<file path="src/hw/idx_pkg.sv">
// Shared constants for the indexer station command handshake.
// Assumes a single 50 MHz clock and an active-low asynchronous reset at both ends.
package idx_pkg;

  // ==========================================================================
  // Timing.
  // ==========================================================================
  localparam int unsigned CLK_HZ = 50000000;
  localparam int unsigned LEAD_TIME_MS = 4;
  localparam int unsigned MS_CYCLES = CLK_HZ / 1000;
  localparam int unsigned LEAD_CYCLES = LEAD_TIME_MS * MS_CYCLES;
  localparam int unsigned START_PULSE_CYCLES = 4;

  // ==========================================================================
  // Parameter encodings.
  // ==========================================================================
  localparam logic [3:0] CTRL_MODE_INDEXER = 4'h1;
  localparam logic [7:0] MIN_STATIONS = 8'h02;

  // ==========================================================================
  // Master register map, byte addresses.
  // ==========================================================================
  localparam logic [7:0] ADDR_CTRL = 8'h00;
  localparam logic [7:0] ADDR_STATION = 8'h04;
  localparam logic [7:0] ADDR_SPEED = 8'h08;
  localparam logic [7:0] ADDR_GO = 8'h0C;
  localparam logic [7:0] ADDR_STATUS = 8'h10;
  localparam int unsigned CTRL_ENERGIZE = 0;
  localparam int unsigned CTRL_DIR = 1;
  localparam int unsigned CTRL_SOURCE = 2;
  localparam int unsigned CTRL_MODE_A = 3;
  localparam int unsigned CTRL_MODE_B = 4;
  localparam logic [4:0] CTRL_RESET = 5'h10;

  // Master sequencer states; each step changes one bit except the return from pulse to idle.
  typedef enum logic [1:0] {
    IDX_H_IDLE = 2'h0,
    IDX_H_LEAD = 2'h1,
    IDX_H_PULSE = 2'h3
  } idx_host_state_e;

endpackage

</file>
<file path="src/hw/idx_link_if.sv">
// Cyclic bit and word link between the fieldbus master and the indexer drive.
// Assumes both ends share one clock; the bench joins them through this interface.
interface idx_link_if;

  // ==========================================================================
  // Master to drive.
  // ==========================================================================
  logic op_mode_select_a;
  logic op_mode_select_b;
  logic servo_energize_cmd;
  logic positioning_start_cmd;
  logic rotation_dir_cmd;
  logic [4:0] target_station_bits_low;
  logic [2:0] target_station_bits_high;
  logic [2:0] speed_profile_select;
  logic command_source_select;
  logic [15:0] target_station_word;
  logic [15:0] profile_or_speed_word;

  // ==========================================================================
  // Drive to master.
  // ==========================================================================
  logic at_position_flag;
  logic near_position_flag;
  logic move_done_flag;
  logic [7:0] reached_station_bits;

  modport master (
    output op_mode_select_a, op_mode_select_b, servo_energize_cmd, positioning_start_cmd,
    output rotation_dir_cmd, target_station_bits_low, target_station_bits_high,
    output speed_profile_select, command_source_select, target_station_word,
    output profile_or_speed_word,
    input at_position_flag, near_position_flag, move_done_flag, reached_station_bits
  );

  modport drive (
    input op_mode_select_a, op_mode_select_b, servo_energize_cmd, positioning_start_cmd,
    input rotation_dir_cmd, target_station_bits_low, target_station_bits_high,
    input speed_profile_select, command_source_select, target_station_word,
    input profile_or_speed_word,
    output at_position_flag, near_position_flag, move_done_flag, reached_station_bits
  );

endinterface

</file>
<file path="src/hw/idx_drive.sv">
// Drive end of the indexer command handshake in fixed-rotation-direction mode.
// Assumes a servo loop on the user side that runs each accepted move and pulses arrival.
// Operation
// - Mode bits off/on select fixed-direction indexer.
// - Indexing only when control-mode digit is 1.
// - Source select bit chooses remote command words.
// - Remote words give station and speed data.
// - Speed parameter picks table or direct speed.
// - Station beyond count minus one raises warning.
// - Start during a running move is ignored.
// - Master starts only after move completion.
// - Speed select sampled only at start.
// - Master settles selections 4 ms before start.
// - Torque limit switches after delay past in-position.
// - Power-up in range asserts in-position.
// - Numbering direction parameter allocates stations.
// - Station count divides one revolution.
// - Count 0 to 2 means two stations.
// - Speed bits binary select table 1 to 8.
// - Motor turns in commanded rotation direction.
// - Start without homing raises home alarm.
//
// Added by the designer: the strobed register port and the placing of the registers.
module idx_drive #(
  parameter int unsigned MS_CYCLES = idx_pkg::MS_CYCLES,
  parameter bit TWO_STATIONS_OCCUPIED = 1'b1
) (
  input wire logic clock,
  input wire logic rstn,
  idx_link_if.drive link,
  input wire logic [15:0] control_mode_param,
  input wire logic speed_source_param,
  input wire logic [15:0] station_count_param,
  input wire logic station_numbering_dir_param,
  input wire logic [15:0] torque_switch_delay_param,
  input wire logic home_done,
  input wire logic in_range_at_power_up,
  input wire logic near_range,
  input wire logic move_arrived,
  output logic move_req,
  output logic [7:0] move_slot,
  output logic move_dir,
  output logic [2:0] move_table_idx,
  output logic move_direct_speed,
  output logic [15:0] move_speed,
  output logic post_torque_limit,
  output logic bad_station_warning,
  output logic home_not_done_alarm
);

  // ==========================================================================
  // Elaboration checks.
  // ==========================================================================
  if (MS_CYCLES < 1) begin : g_bad_ms
    $error("MS_CYCLES must be at least one.");
  end

  typedef struct packed {
    logic init;
    logic start_prev;
    logic busy;
    logic done;
    logic at_pos;
    logic near;
    logic [7:0] reached;
    logic [7:0] target;
    logic req;
    logic [7:0] slot;
    logic dir;
    logic [2:0] tbl;
    logic direct;
    logic [15:0] speed;
    logic torque_post;
    logic dly_run;
    logic [15:0] dly;
    logic [31:0] tick;
    logic warn;
    logic alarm;
  } idx_drive_s;

  idx_drive_s s_q;
  idx_drive_s s_d;

  // ==========================================================================
  // Command decode.
  // ==========================================================================

  // Station count: settings up to two give two stations, above that the low eight bits of the value.
  function automatic logic [7:0] idx_stations(input logic [15:0] p);
    if (p <= 16'(idx_pkg::MIN_STATIONS)) begin
      return idx_pkg::MIN_STATIONS;
    end
    return p[7:0];
  endfunction

  logic [7:0] n_st;
  logic [7:0] sel_station;
  logic mode_ok;
  logic start_rise;

  assign n_st = idx_stations(station_count_param);
  // Mode a off with mode b on, indexer digit set and servo energized.
  assign mode_ok = !link.op_mode_select_a && link.op_mode_select_b
                   && control_mode_param[15:12] == idx_pkg::CTRL_MODE_INDEXER
                   && link.servo_energize_cmd;
  // Remote word or discrete bits as the source of the target station.
  assign sel_station = link.command_source_select ? link.target_station_word[7:0]
                       : {link.target_station_bits_high, link.target_station_bits_low};
  assign start_rise = link.positioning_start_cmd && !s_q.start_prev;

  // ==========================================================================
  // Next-state logic.
  // ==========================================================================
  always_comb begin
    s_d = s_q;
    s_d.req = 1'b0;
    s_d.start_prev = link.positioning_start_cmd;
    s_d.near = near_range;
    // Caught one clock after reset release, never through the reset itself.
    if (!s_q.init) begin
      s_d.init = 1'b1;
      s_d.at_pos = in_range_at_power_up;
      s_d.done = 1'b1;
    end
    // Start edges while a move runs, or outside indexer mode, are ignored.
    if (start_rise && mode_ok && !s_q.busy && s_q.init) begin
      if (!home_done) begin
        s_d.alarm = 1'b1;
      end else if (sel_station > n_st - 8'h01) begin
        s_d.warn = 1'b1;
      end else begin
        s_d.warn = 1'b0;
        s_d.alarm = 1'b0;
        s_d.busy = 1'b1;
        s_d.done = 1'b0;
        s_d.at_pos = 1'b0;
        s_d.torque_post = 1'b0;
        s_d.dly_run = 1'b0;
        s_d.req = 1'b1;
        s_d.target = sel_station;
        s_d.dir = link.rotation_dir_cmd;
        // Reverse numbering counts stations the other way round the circle.
        s_d.slot = (station_numbering_dir_param && sel_station != 8'h00)
                   ? n_st - sel_station : sel_station;
        // Speed data frozen here; later select changes cannot reach the move.
        s_d.direct = 1'b0;
        s_d.speed = 16'h0;
        if (link.command_source_select && speed_source_param) begin
          // Direct speed keeps acceleration from table entry 1.
          s_d.direct = 1'b1;
          s_d.tbl = 3'h0;
          s_d.speed = link.profile_or_speed_word;
        end else if (link.command_source_select) begin
          s_d.tbl = link.profile_or_speed_word[2:0] - 3'h1;
        end else if (TWO_STATIONS_OCCUPIED) begin
          s_d.tbl = link.speed_profile_select;
        end else begin
          s_d.tbl = 3'h0;
        end
      end
    end
    // Arrival closes the move and shows the reached station.
    if (s_q.busy && move_arrived) begin
      s_d.busy = 1'b0;
      s_d.done = 1'b1;
      s_d.at_pos = 1'b1;
      s_d.reached = s_q.target;
    end
    // In-position rise arms the torque switch delay in millisecond ticks.
    if (s_d.at_pos && !s_q.at_pos) begin
      s_d.dly_run = 1'b1;
      s_d.dly = torque_switch_delay_param;
      s_d.tick = 32'(MS_CYCLES - 1);
    end else if (s_q.dly_run) begin
      if (s_q.dly == 16'h0) begin
        s_d.dly_run = 1'b0;
        s_d.torque_post = s_q.at_pos;
      end else if (s_q.tick == 32'h0) begin
        s_d.tick = 32'(MS_CYCLES - 1);
        s_d.dly = s_q.dly - 16'h1;
      end else begin
        s_d.tick = s_q.tick - 32'h1;
      end
    end
  end

  // Single state register.
  always_ff @(posedge clock or negedge rstn) begin
    if (!rstn) begin
      s_q <= '0;
    end else begin
      s_q <= s_d;
    end
  end

  // ==========================================================================
  // Outputs, all from the state register.
  // ==========================================================================
  assign link.at_position_flag = s_q.at_pos;
  assign link.near_position_flag = s_q.near;
  assign link.move_done_flag = s_q.done;
  assign link.reached_station_bits = s_q.reached;
  assign move_req = s_q.req;
  assign move_slot = s_q.slot;
  assign move_dir = s_q.dir;
  assign move_table_idx = s_q.tbl;
  assign move_direct_speed = s_q.direct;
  assign move_speed = s_q.speed;
  assign post_torque_limit = s_q.torque_post;
  assign bad_station_warning = s_q.warn;
  assign home_not_done_alarm = s_q.alarm;

endmodule

</file>
<file path="src/flat_wrapper.sv">
// flat-port wrapper written by rule: the top's interface ports become plain ports
module idx_drive_flat 
#(
  parameter int unsigned MS_CYCLES = idx_pkg::MS_CYCLES,
  parameter bit TWO_STATIONS_OCCUPIED = 1'b1
)
  (clock, rstn, control_mode_param, speed_source_param, station_count_param, station_numbering_dir_param, torque_switch_delay_param, home_done, in_range_at_power_up, near_range, move_arrived, move_req, move_slot, move_dir, move_table_idx, move_direct_speed, move_speed, post_torque_limit, bad_station_warning, home_not_done_alarm, link_op_mode_select_a, link_op_mode_select_b, link_servo_energize_cmd, link_positioning_start_cmd, link_rotation_dir_cmd, link_target_station_bits_low, link_target_station_bits_high, link_speed_profile_select, link_command_source_select, link_target_station_word, link_profile_or_speed_word, link_at_position_flag, link_near_position_flag, link_move_done_flag, link_reached_station_bits);
  idx_link_if link_i ();
  input wire logic clock;
  input wire logic rstn;
  input wire logic [15:0] control_mode_param;
  input wire logic speed_source_param;
  input wire logic [15:0] station_count_param;
  input wire logic station_numbering_dir_param;
  input wire logic [15:0] torque_switch_delay_param;
  input wire logic home_done;
  input wire logic in_range_at_power_up;
  input wire logic near_range;
  input wire logic move_arrived;
  output logic move_req;
  output logic [7:0] move_slot;
  output logic move_dir;
  output logic [2:0] move_table_idx;
  output logic move_direct_speed;
  output logic [15:0] move_speed;
  output logic post_torque_limit;
  output logic bad_station_warning;
  output logic home_not_done_alarm;
  input wire logic [$bits(link_i.op_mode_select_a)-1:0] link_op_mode_select_a;
  input wire logic [$bits(link_i.op_mode_select_b)-1:0] link_op_mode_select_b;
  input wire logic [$bits(link_i.servo_energize_cmd)-1:0] link_servo_energize_cmd;
  input wire logic [$bits(link_i.positioning_start_cmd)-1:0] link_positioning_start_cmd;
  input wire logic [$bits(link_i.rotation_dir_cmd)-1:0] link_rotation_dir_cmd;
  input wire logic [$bits(link_i.target_station_bits_low)-1:0] link_target_station_bits_low;
  input wire logic [$bits(link_i.target_station_bits_high)-1:0] link_target_station_bits_high;
  input wire logic [$bits(link_i.speed_profile_select)-1:0] link_speed_profile_select;
  input wire logic [$bits(link_i.command_source_select)-1:0] link_command_source_select;
  input wire logic [$bits(link_i.target_station_word)-1:0] link_target_station_word;
  input wire logic [$bits(link_i.profile_or_speed_word)-1:0] link_profile_or_speed_word;
  output wire logic [$bits(link_i.at_position_flag)-1:0] link_at_position_flag;
  output wire logic [$bits(link_i.near_position_flag)-1:0] link_near_position_flag;
  output wire logic [$bits(link_i.move_done_flag)-1:0] link_move_done_flag;
  output wire logic [$bits(link_i.reached_station_bits)-1:0] link_reached_station_bits;
  assign link_i.op_mode_select_a = link_op_mode_select_a;
  assign link_i.op_mode_select_b = link_op_mode_select_b;
  assign link_i.servo_energize_cmd = link_servo_energize_cmd;
  assign link_i.positioning_start_cmd = link_positioning_start_cmd;
  assign link_i.rotation_dir_cmd = link_rotation_dir_cmd;
  assign link_i.target_station_bits_low = link_target_station_bits_low;
  assign link_i.target_station_bits_high = link_target_station_bits_high;
  assign link_i.speed_profile_select = link_speed_profile_select;
  assign link_i.command_source_select = link_command_source_select;
  assign link_i.target_station_word = link_target_station_word;
  assign link_i.profile_or_speed_word = link_profile_or_speed_word;
  assign link_at_position_flag = link_i.at_position_flag;
  assign link_near_position_flag = link_i.near_position_flag;
  assign link_move_done_flag = link_i.move_done_flag;
  assign link_reached_station_bits = link_i.reached_station_bits;
  idx_drive #(.MS_CYCLES(MS_CYCLES), .TWO_STATIONS_OCCUPIED(TWO_STATIONS_OCCUPIED)) u_core (.clock(clock), .rstn(rstn), .link(link_i), .control_mode_param(control_mode_param), .speed_source_param(speed_source_param), .station_count_param(station_count_param), .station_numbering_dir_param(station_numbering_dir_param), .torque_switch_delay_param(torque_switch_delay_param), .home_done(home_done), .in_range_at_power_up(in_range_at_power_up), .near_range(near_range), .move_arrived(move_arrived), .move_req(move_req), .move_slot(move_slot), .move_dir(move_dir), .move_table_idx(move_table_idx), .move_direct_speed(move_direct_speed), .move_speed(move_speed), .post_torque_limit(post_torque_limit), .bad_station_warning(bad_station_warning), .home_not_done_alarm(home_not_done_alarm));
endmodule
</file>
<file path="config.mk">
export PLATFORM = sky130hd
export DESIGN_NAME = idx_drive_flat
export DESIGN_NICKNAME = d
export VERILOG_FILES = /design/src/hw/idx_pkg.sv /design/src/hw/idx_link_if.sv /design/src/hw/idx_drive.sv /design/src/flat_wrapper.sv
export SDC_FILE = /design/constraint.sdc
export NUM_CORES = 1
export LEC_CHECK = 0
export BUFFER_PORTS_ARGS = -buffer_cell sky130_fd_sc_hd__buf_2
export CORE_ASPECT_RATIO = 0.8
export CORE_MARGIN = 10
export CORE_UTILIZATION = 49
export DETAILED_ROUTE_END_ITERATION = 16
export GPL_ROUTABILITY_DRIVEN = 0
export PLACE_DENSITY = 0.88
export SLEW_MARGIN = 10
export SYNTH_ARGS = -nofsm -noshare
export SYNTH_HDL_FRONTEND = slang
export SYNTH_SLANG_ARGS = --single-unit
</file>
<file path="constraint.sdc">
create_clock -name clock -period 2.6 [get_ports clock]
set_input_delay 0.39 -clock clock [delete_from_list [all_inputs] [get_ports clock]]
set_output_delay 0.39 -clock clock [all_outputs]
set_load 0.02 [all_outputs]
</file>
Word-level counts from Yosys, hierarchy flattened
Index checks and enable logic that the tools add are counted.
Word-level totals
  bits in registers: 104
  output and inout bits: 44
  logic and storage cells: 86
Cells by class
  $add $sub $neg: 5
  $lt $le $gt $ge: 2
  equality and inequality tests: 4
  multiplexer cells: 26
  bitwise operators: 1
  reductions and logical operators: 28
Operator list (count)
  $mux 32: 4
  $mux 50: 1
  $mux 49: 1
  $mux 48: 1
  $logic_not 32->1: 1
  $mux 8: 4
  $sub 32x1->32 const B: 1
  $mux 3: 6
  $mux 17: 1
  $le 16x2->1 const B: 1
  $logic_not 16->1: 1
  $mux 16: 1
  $sub 16x1->16 const B: 1
  $logic_and 1x1->1: 11
  $reduce_and 3->1: 3
  $gt 8x8->1: 1
  $reduce_bool 2->1: 4
  $reduce_bool 8->1: 1
  $sub 8x1->8 const B: 1
  $sub 8x8->8: 1
  $reduce_and 2->1: 3
  $mux 1: 5
  $eq 4x1->1 const B: 1
  $logic_not 1->1: 4
  5 further kinds: 7

Logic depth before layout (Yosys ltp)
  depth after elaboration: 12
  mapped depth: 18
  mapped depth without buffers: 15

Worst setup path before layout
OpenSTA, ideal clock, no wires.
  path type: input port to flip-flop
  start point: input station_count_param[5]
  end point: register u_core.s_q[89] in the netlist's numbering
  setup time: 137 ps
  data arrival time: 3277 ps
  data required time: 2463 ps
  slack: -814 ps
  cell stages on the path: 17
  cell sequence: nor4_1 nand4b_1 nor4_1 or2_2 clkbuf_1 inv_1 ha_1 nand2_1 xor2_1 ha_1 nand4_1 nand2b_1 a21o_1 and3b_1 clkbuf_1 clkbuf_1 a21oi_1
Between the ends
  word-level cells in the longest chain between the ends: 7
Ends and longest elaborated chain
  from (decl): line flat_wrapper.sv:13  | input wire logic [15:0] station_count_param;
  $le 16x2->1: line idx_drive.sv:90  | if (p <= 16'(idx_pkg::MIN_STATIONS)) begin
  $mux 1: line idx_drive.sv:90
  $mux 8 (*): line idx_drive.sv:93  | return p[7:0];
  $sub 8x1->8 (*): line idx_drive.sv:129  | end else if (sel_station > n_st - 8'h01) begin
  $gt 8x8->1 (*): line idx_drive.sv:129
  $not 1->1 (no line) (*)
  $reduce_and 3->1 (no line) (*)
  to (signal assigned): line idx_drive.sv:190  | s_q <= '0;
  to (signal assigned): line idx_drive.sv:192  | s_q <= s_d;
  to (decl): line idx_drive.sv:81  | idx_drive_s s_q;
Every way passes the cells marked *; elsewhere a longest branch is shown, timed or not.
A chain may end at the register's enable or synchronous reset.

==> qor.yml <==
timing:
  hold_viol: 0
  setup_viol: 44
  fin_tns_setup_ns: -14.75
  finClkSkew_ns: 0.0177
  tightest_slew_ns: 0.716
  final.min_clock_period_ns: 3.03
  setup_ws_ns: -0.432
  finalCritPeriodShare: 1.17
  slew_viol_final: 0
  max-slew-margin-rel: 0.519
  rsz0062_at_grt: "yes"
  max_freq_mhz: 330
drt:
  dr_total_vias: 6075
  remaining_drc_errors: 0
  wirelength_um: 21300
  vias_per_cell: 6.06
  dr.pass1.iters: 7
  wire_per_inst_um: 21.2
  drt-initial-drc-count: 809
  antenna_left: 0
yosys:
  synth-main-ff-cell: "dfrtp_1"
  synth.avg_cell_area_um2: 9.10
  netlist_instances: 678
  synth_area_leaders: "dfrtp_1 (42%), nor2_1 (4.6%), buf_4 (4.4%)"
  synth_nets: 803
  netlist_area_um2: 6170
  yosysTopAreaCell: "dfrtp_1"
  synth-edff-count: 0
  yosysWarnings: 0
  async_flop_share: 1.00
  synth-seq-cells: 104
  ys_seq_area_frac: 0.422
  yosysUniqueCellTypes: 63
  synth_top_area_frac: 0.422
global_routing:
  grt_overflow: 0
  antenna_found_initial: 1
  grt_use_total: 0.216
  grt_pass1_wl_um: 31600
  grt_pass1_vias: 6015
  grt_max_degree: 56
finish:
  drive_gt1_frac: 0.378
  finalNetCount: 951
  nFillCells: 849
  area_growth_pct: 30.8
  stdcell_count: 1003
setup_path:
  r2r_slack_ns: -0.08
  crit_path_max_fanout: 16
  crit_chain: "buf_8 > nor4_4 > nand4b_1 > nor4_2 > inv_1 > o21ai_2 > ha_4 > nand2_2 > xor2_1 > ha_1 > nand4_1 > nand2b_1 > a21o_1 > and3b_2 > buf_12 > buf_6 > o21ai_1"
  crit_path_start_kind: "input pin"
  r2r_end: "u_core.s_q[41]$_DFFE_PN0P_"
  path_class: "input pin to flop"
  r2r_cells: 8
  cp.arrival_ns: 3.29
  cp-end-kind: "flop"
  rr_startpoint: "u_core.s_q[7]$_DFFE_PN0P_"
  cpPeakStageDelay_ns: 0.29
  required_ns: 2.86
  slowest_stage: "nor4_4"
clocking:
  cts.clk_slew.worst_paths_ns: 0.08
  clk_latency_ns: 0.36
  clockBufferDepth: 2
  cts-root-buf: "clkbuf_16"
  cts.sinks: 104
  cts_tree: "done"
  h-tree-depth: 3
  cts_buffers: 9
power:
  power.share.sequential: 0.454
  power_mw: 4.07
  p_leak_nw: 3.77
  p_int_mw: 2.82
  ir_drop_mv: 0.391
  comb_power_share: 0.192
  swShare: 0.308
  p_per_area_nw_per_um2: 505
  pwr-share-clk: 0.354
  power_switching_mw: 1.25
die:
  start_util: 0.503
  die-area_um2: 17500
  die_w_um: 145
  rows: 36
  coreArea_um2: 12300
  die_y_um: 120
  num_io_pins: 149
worst_hold_path:
  worstHoldEndpoint: "u_core.link.near_position_flag$_DFF_PN0_"
  hp-class: "input pin to flop"
  min-delay-start: "near_range"
  hold_depth: 1
placement:
  place_inst: 970
  hpwl_um: 12400
  port_buffers: 128
status:
  status: "finished with violations"
  violations: "negative setup slack"
flow_run:
  maxCapViolCount: 0
synth_stat cells (all sizes together) (2+ instances only):
master and count:
nor2b 5, and3 6, and4 2, buf 43
nor3b 3, nor4 16, nand3b 2, o21ai 58
a31oi 4, a311oi 3, or4 8, nand4b 2
clkbuf 27, or2 2, nor3 18, ha 19
and4b 2, nand4 26, o21a 4, a22o 2
dfrtp 104, o211ai 4, or3 6, o31ai 2
a21o 2, mux2i 21, nor4b 4, nand3 18
nor2 75, inv 40, nand2 42, nand2b 2
mux2 15, a21oi 44, xnor2 15, xor2 18
power groups by stage:
stage          clock, mW  combinational (mW)  sequential, mW
2_1_floorplan          0               0.424            1.83
3_3_place_gp           0               0.657            1.85
3_5_place_dp           0               0.687            1.85
4_1_cts             1.42               0.716            1.83
5_1_grt             1.50               0.854            1.85
6_report            1.44               0.782            1.85
through the flow:
stage | hold slack, ns | utilization | setup slack, ns | area, um2
final | 0.140 | 0.658 | -0.432 | 8060
after global routing | 0.139 | 0.658 | -0.569 | 8060
after CTS | 0.144 | 0.641 | -0.425 | 7850
after detailed placement | 0.273 | 0.585 | -0.931 | 7160
after global placement | 0.270 | 0.585 | -0.886 | 7160
after floorplan | 0.0944 | - | -0.501 | 6290
critical path: cells and delay by family:
family | cells | cell delay (ns)
AND/OR/NAND/NOR | 7 | 1.25
buffers and inverters | 4 | 0.50
adder cells (fa/ha/maj) | 2 | 0.45
AO/OA/AOI/OAI | 3 | 0.55
XOR/XNOR | 1 | 0.13
logic make-up after synthesis:
family,Yosys count,share of synthesized area
simple gates,242,0.212
buf+inv,110,0.0925
fa+ha+maj,20,0.0418
mux,36,0.0615
compound gates,132,0.123
xor+xnor,33,0.0469
other cells,1,0.000608
flops,104,0.422
cells in the final DEF (no fill, tap or decap), types with 6 or more instances in the layout:
master and count:
a21oi_1 28, a21oi_2 15, and3_1 6, buf_2 124, buf_4 63, buf_6 8, clkbuf_16 10, dfrtp_1 104
ha_1 17, inv_1 40, mux2_2 14, mux2i_1 21, nand2_1 36, nand2_2 6, nand3_1 17, nand4_1 26
nor2_1 60, nor2_4 14, nor3_1 18, nor4_1 9, o21ai_0 30, o21ai_1 12, o21ai_2 15, xnor2_1 15
xor2_1 17
final cells by class:
type                       instances  area [um2]  share of cell area
multi-input combinational        464        3340               0.414
sequential                       104        2600               0.323
timing repair buffer             207        1450               0.180
clock buffer                       9         225              0.0279
tap                              171         214              0.0265
inverter                          40         150              0.0186
clock inverter                     7        78.8             0.00978
antenna                            1        2.50            0.000310
what timing repair did:
item	4_1_cts	5_1_grt
buffers inserted	2	7
pin swaps	11	7
hold buffers	1	0
endpoints found under the setup margin	46	76
gates cloned	5	1
hold endpoints to repair	14	0
resized for setup	67	34
how the worst max path moves through the flow:
stage | start | endpoint | slack, ns | cells past startpoint
floorplan | station_count_param[2] | u_core.s_q[101]$_DFFE_PN0P_ | -0.50 | 16
global placement | station_count_param[7] | u_core.move_dir$_DFFE_PN0P_ | -0.89 | 16
detailed placement | station_count_param[7] | u_core.move_dir$_DFFE_PN0P_ | -0.93 | 16
CTS | station_count_param[5] | u_core.s_q[101]$_DFFE_PN0P_ | -0.42 | 17
global route | station_count_param[5] | u_core.link.move_done_flag$_DFF_PN0_ | -0.57 | 17
finish | station_count_param[5] | u_core.link.move_done_flag$_DFF_PN0_ | -0.43 | 17
flip-flops by register name, summed over array words and instances (netlist names), 3 cells and up:
name                              count
u_core.s_q                           60
u_core.move_speed                    16
u_core.move_slot                      8
u_core.link.reached_station_bits      8
u_core.move_table_idx                 3
layer usage:
metal / GRT usage / share of wire
met5: 0 / 0
met4: 0.101 / 0.050
met3: 0.0548 / 0.092
met2: 0.358 / 0.48
met1: 0.261 / 0.37
(Power assumes the default switching activity.)
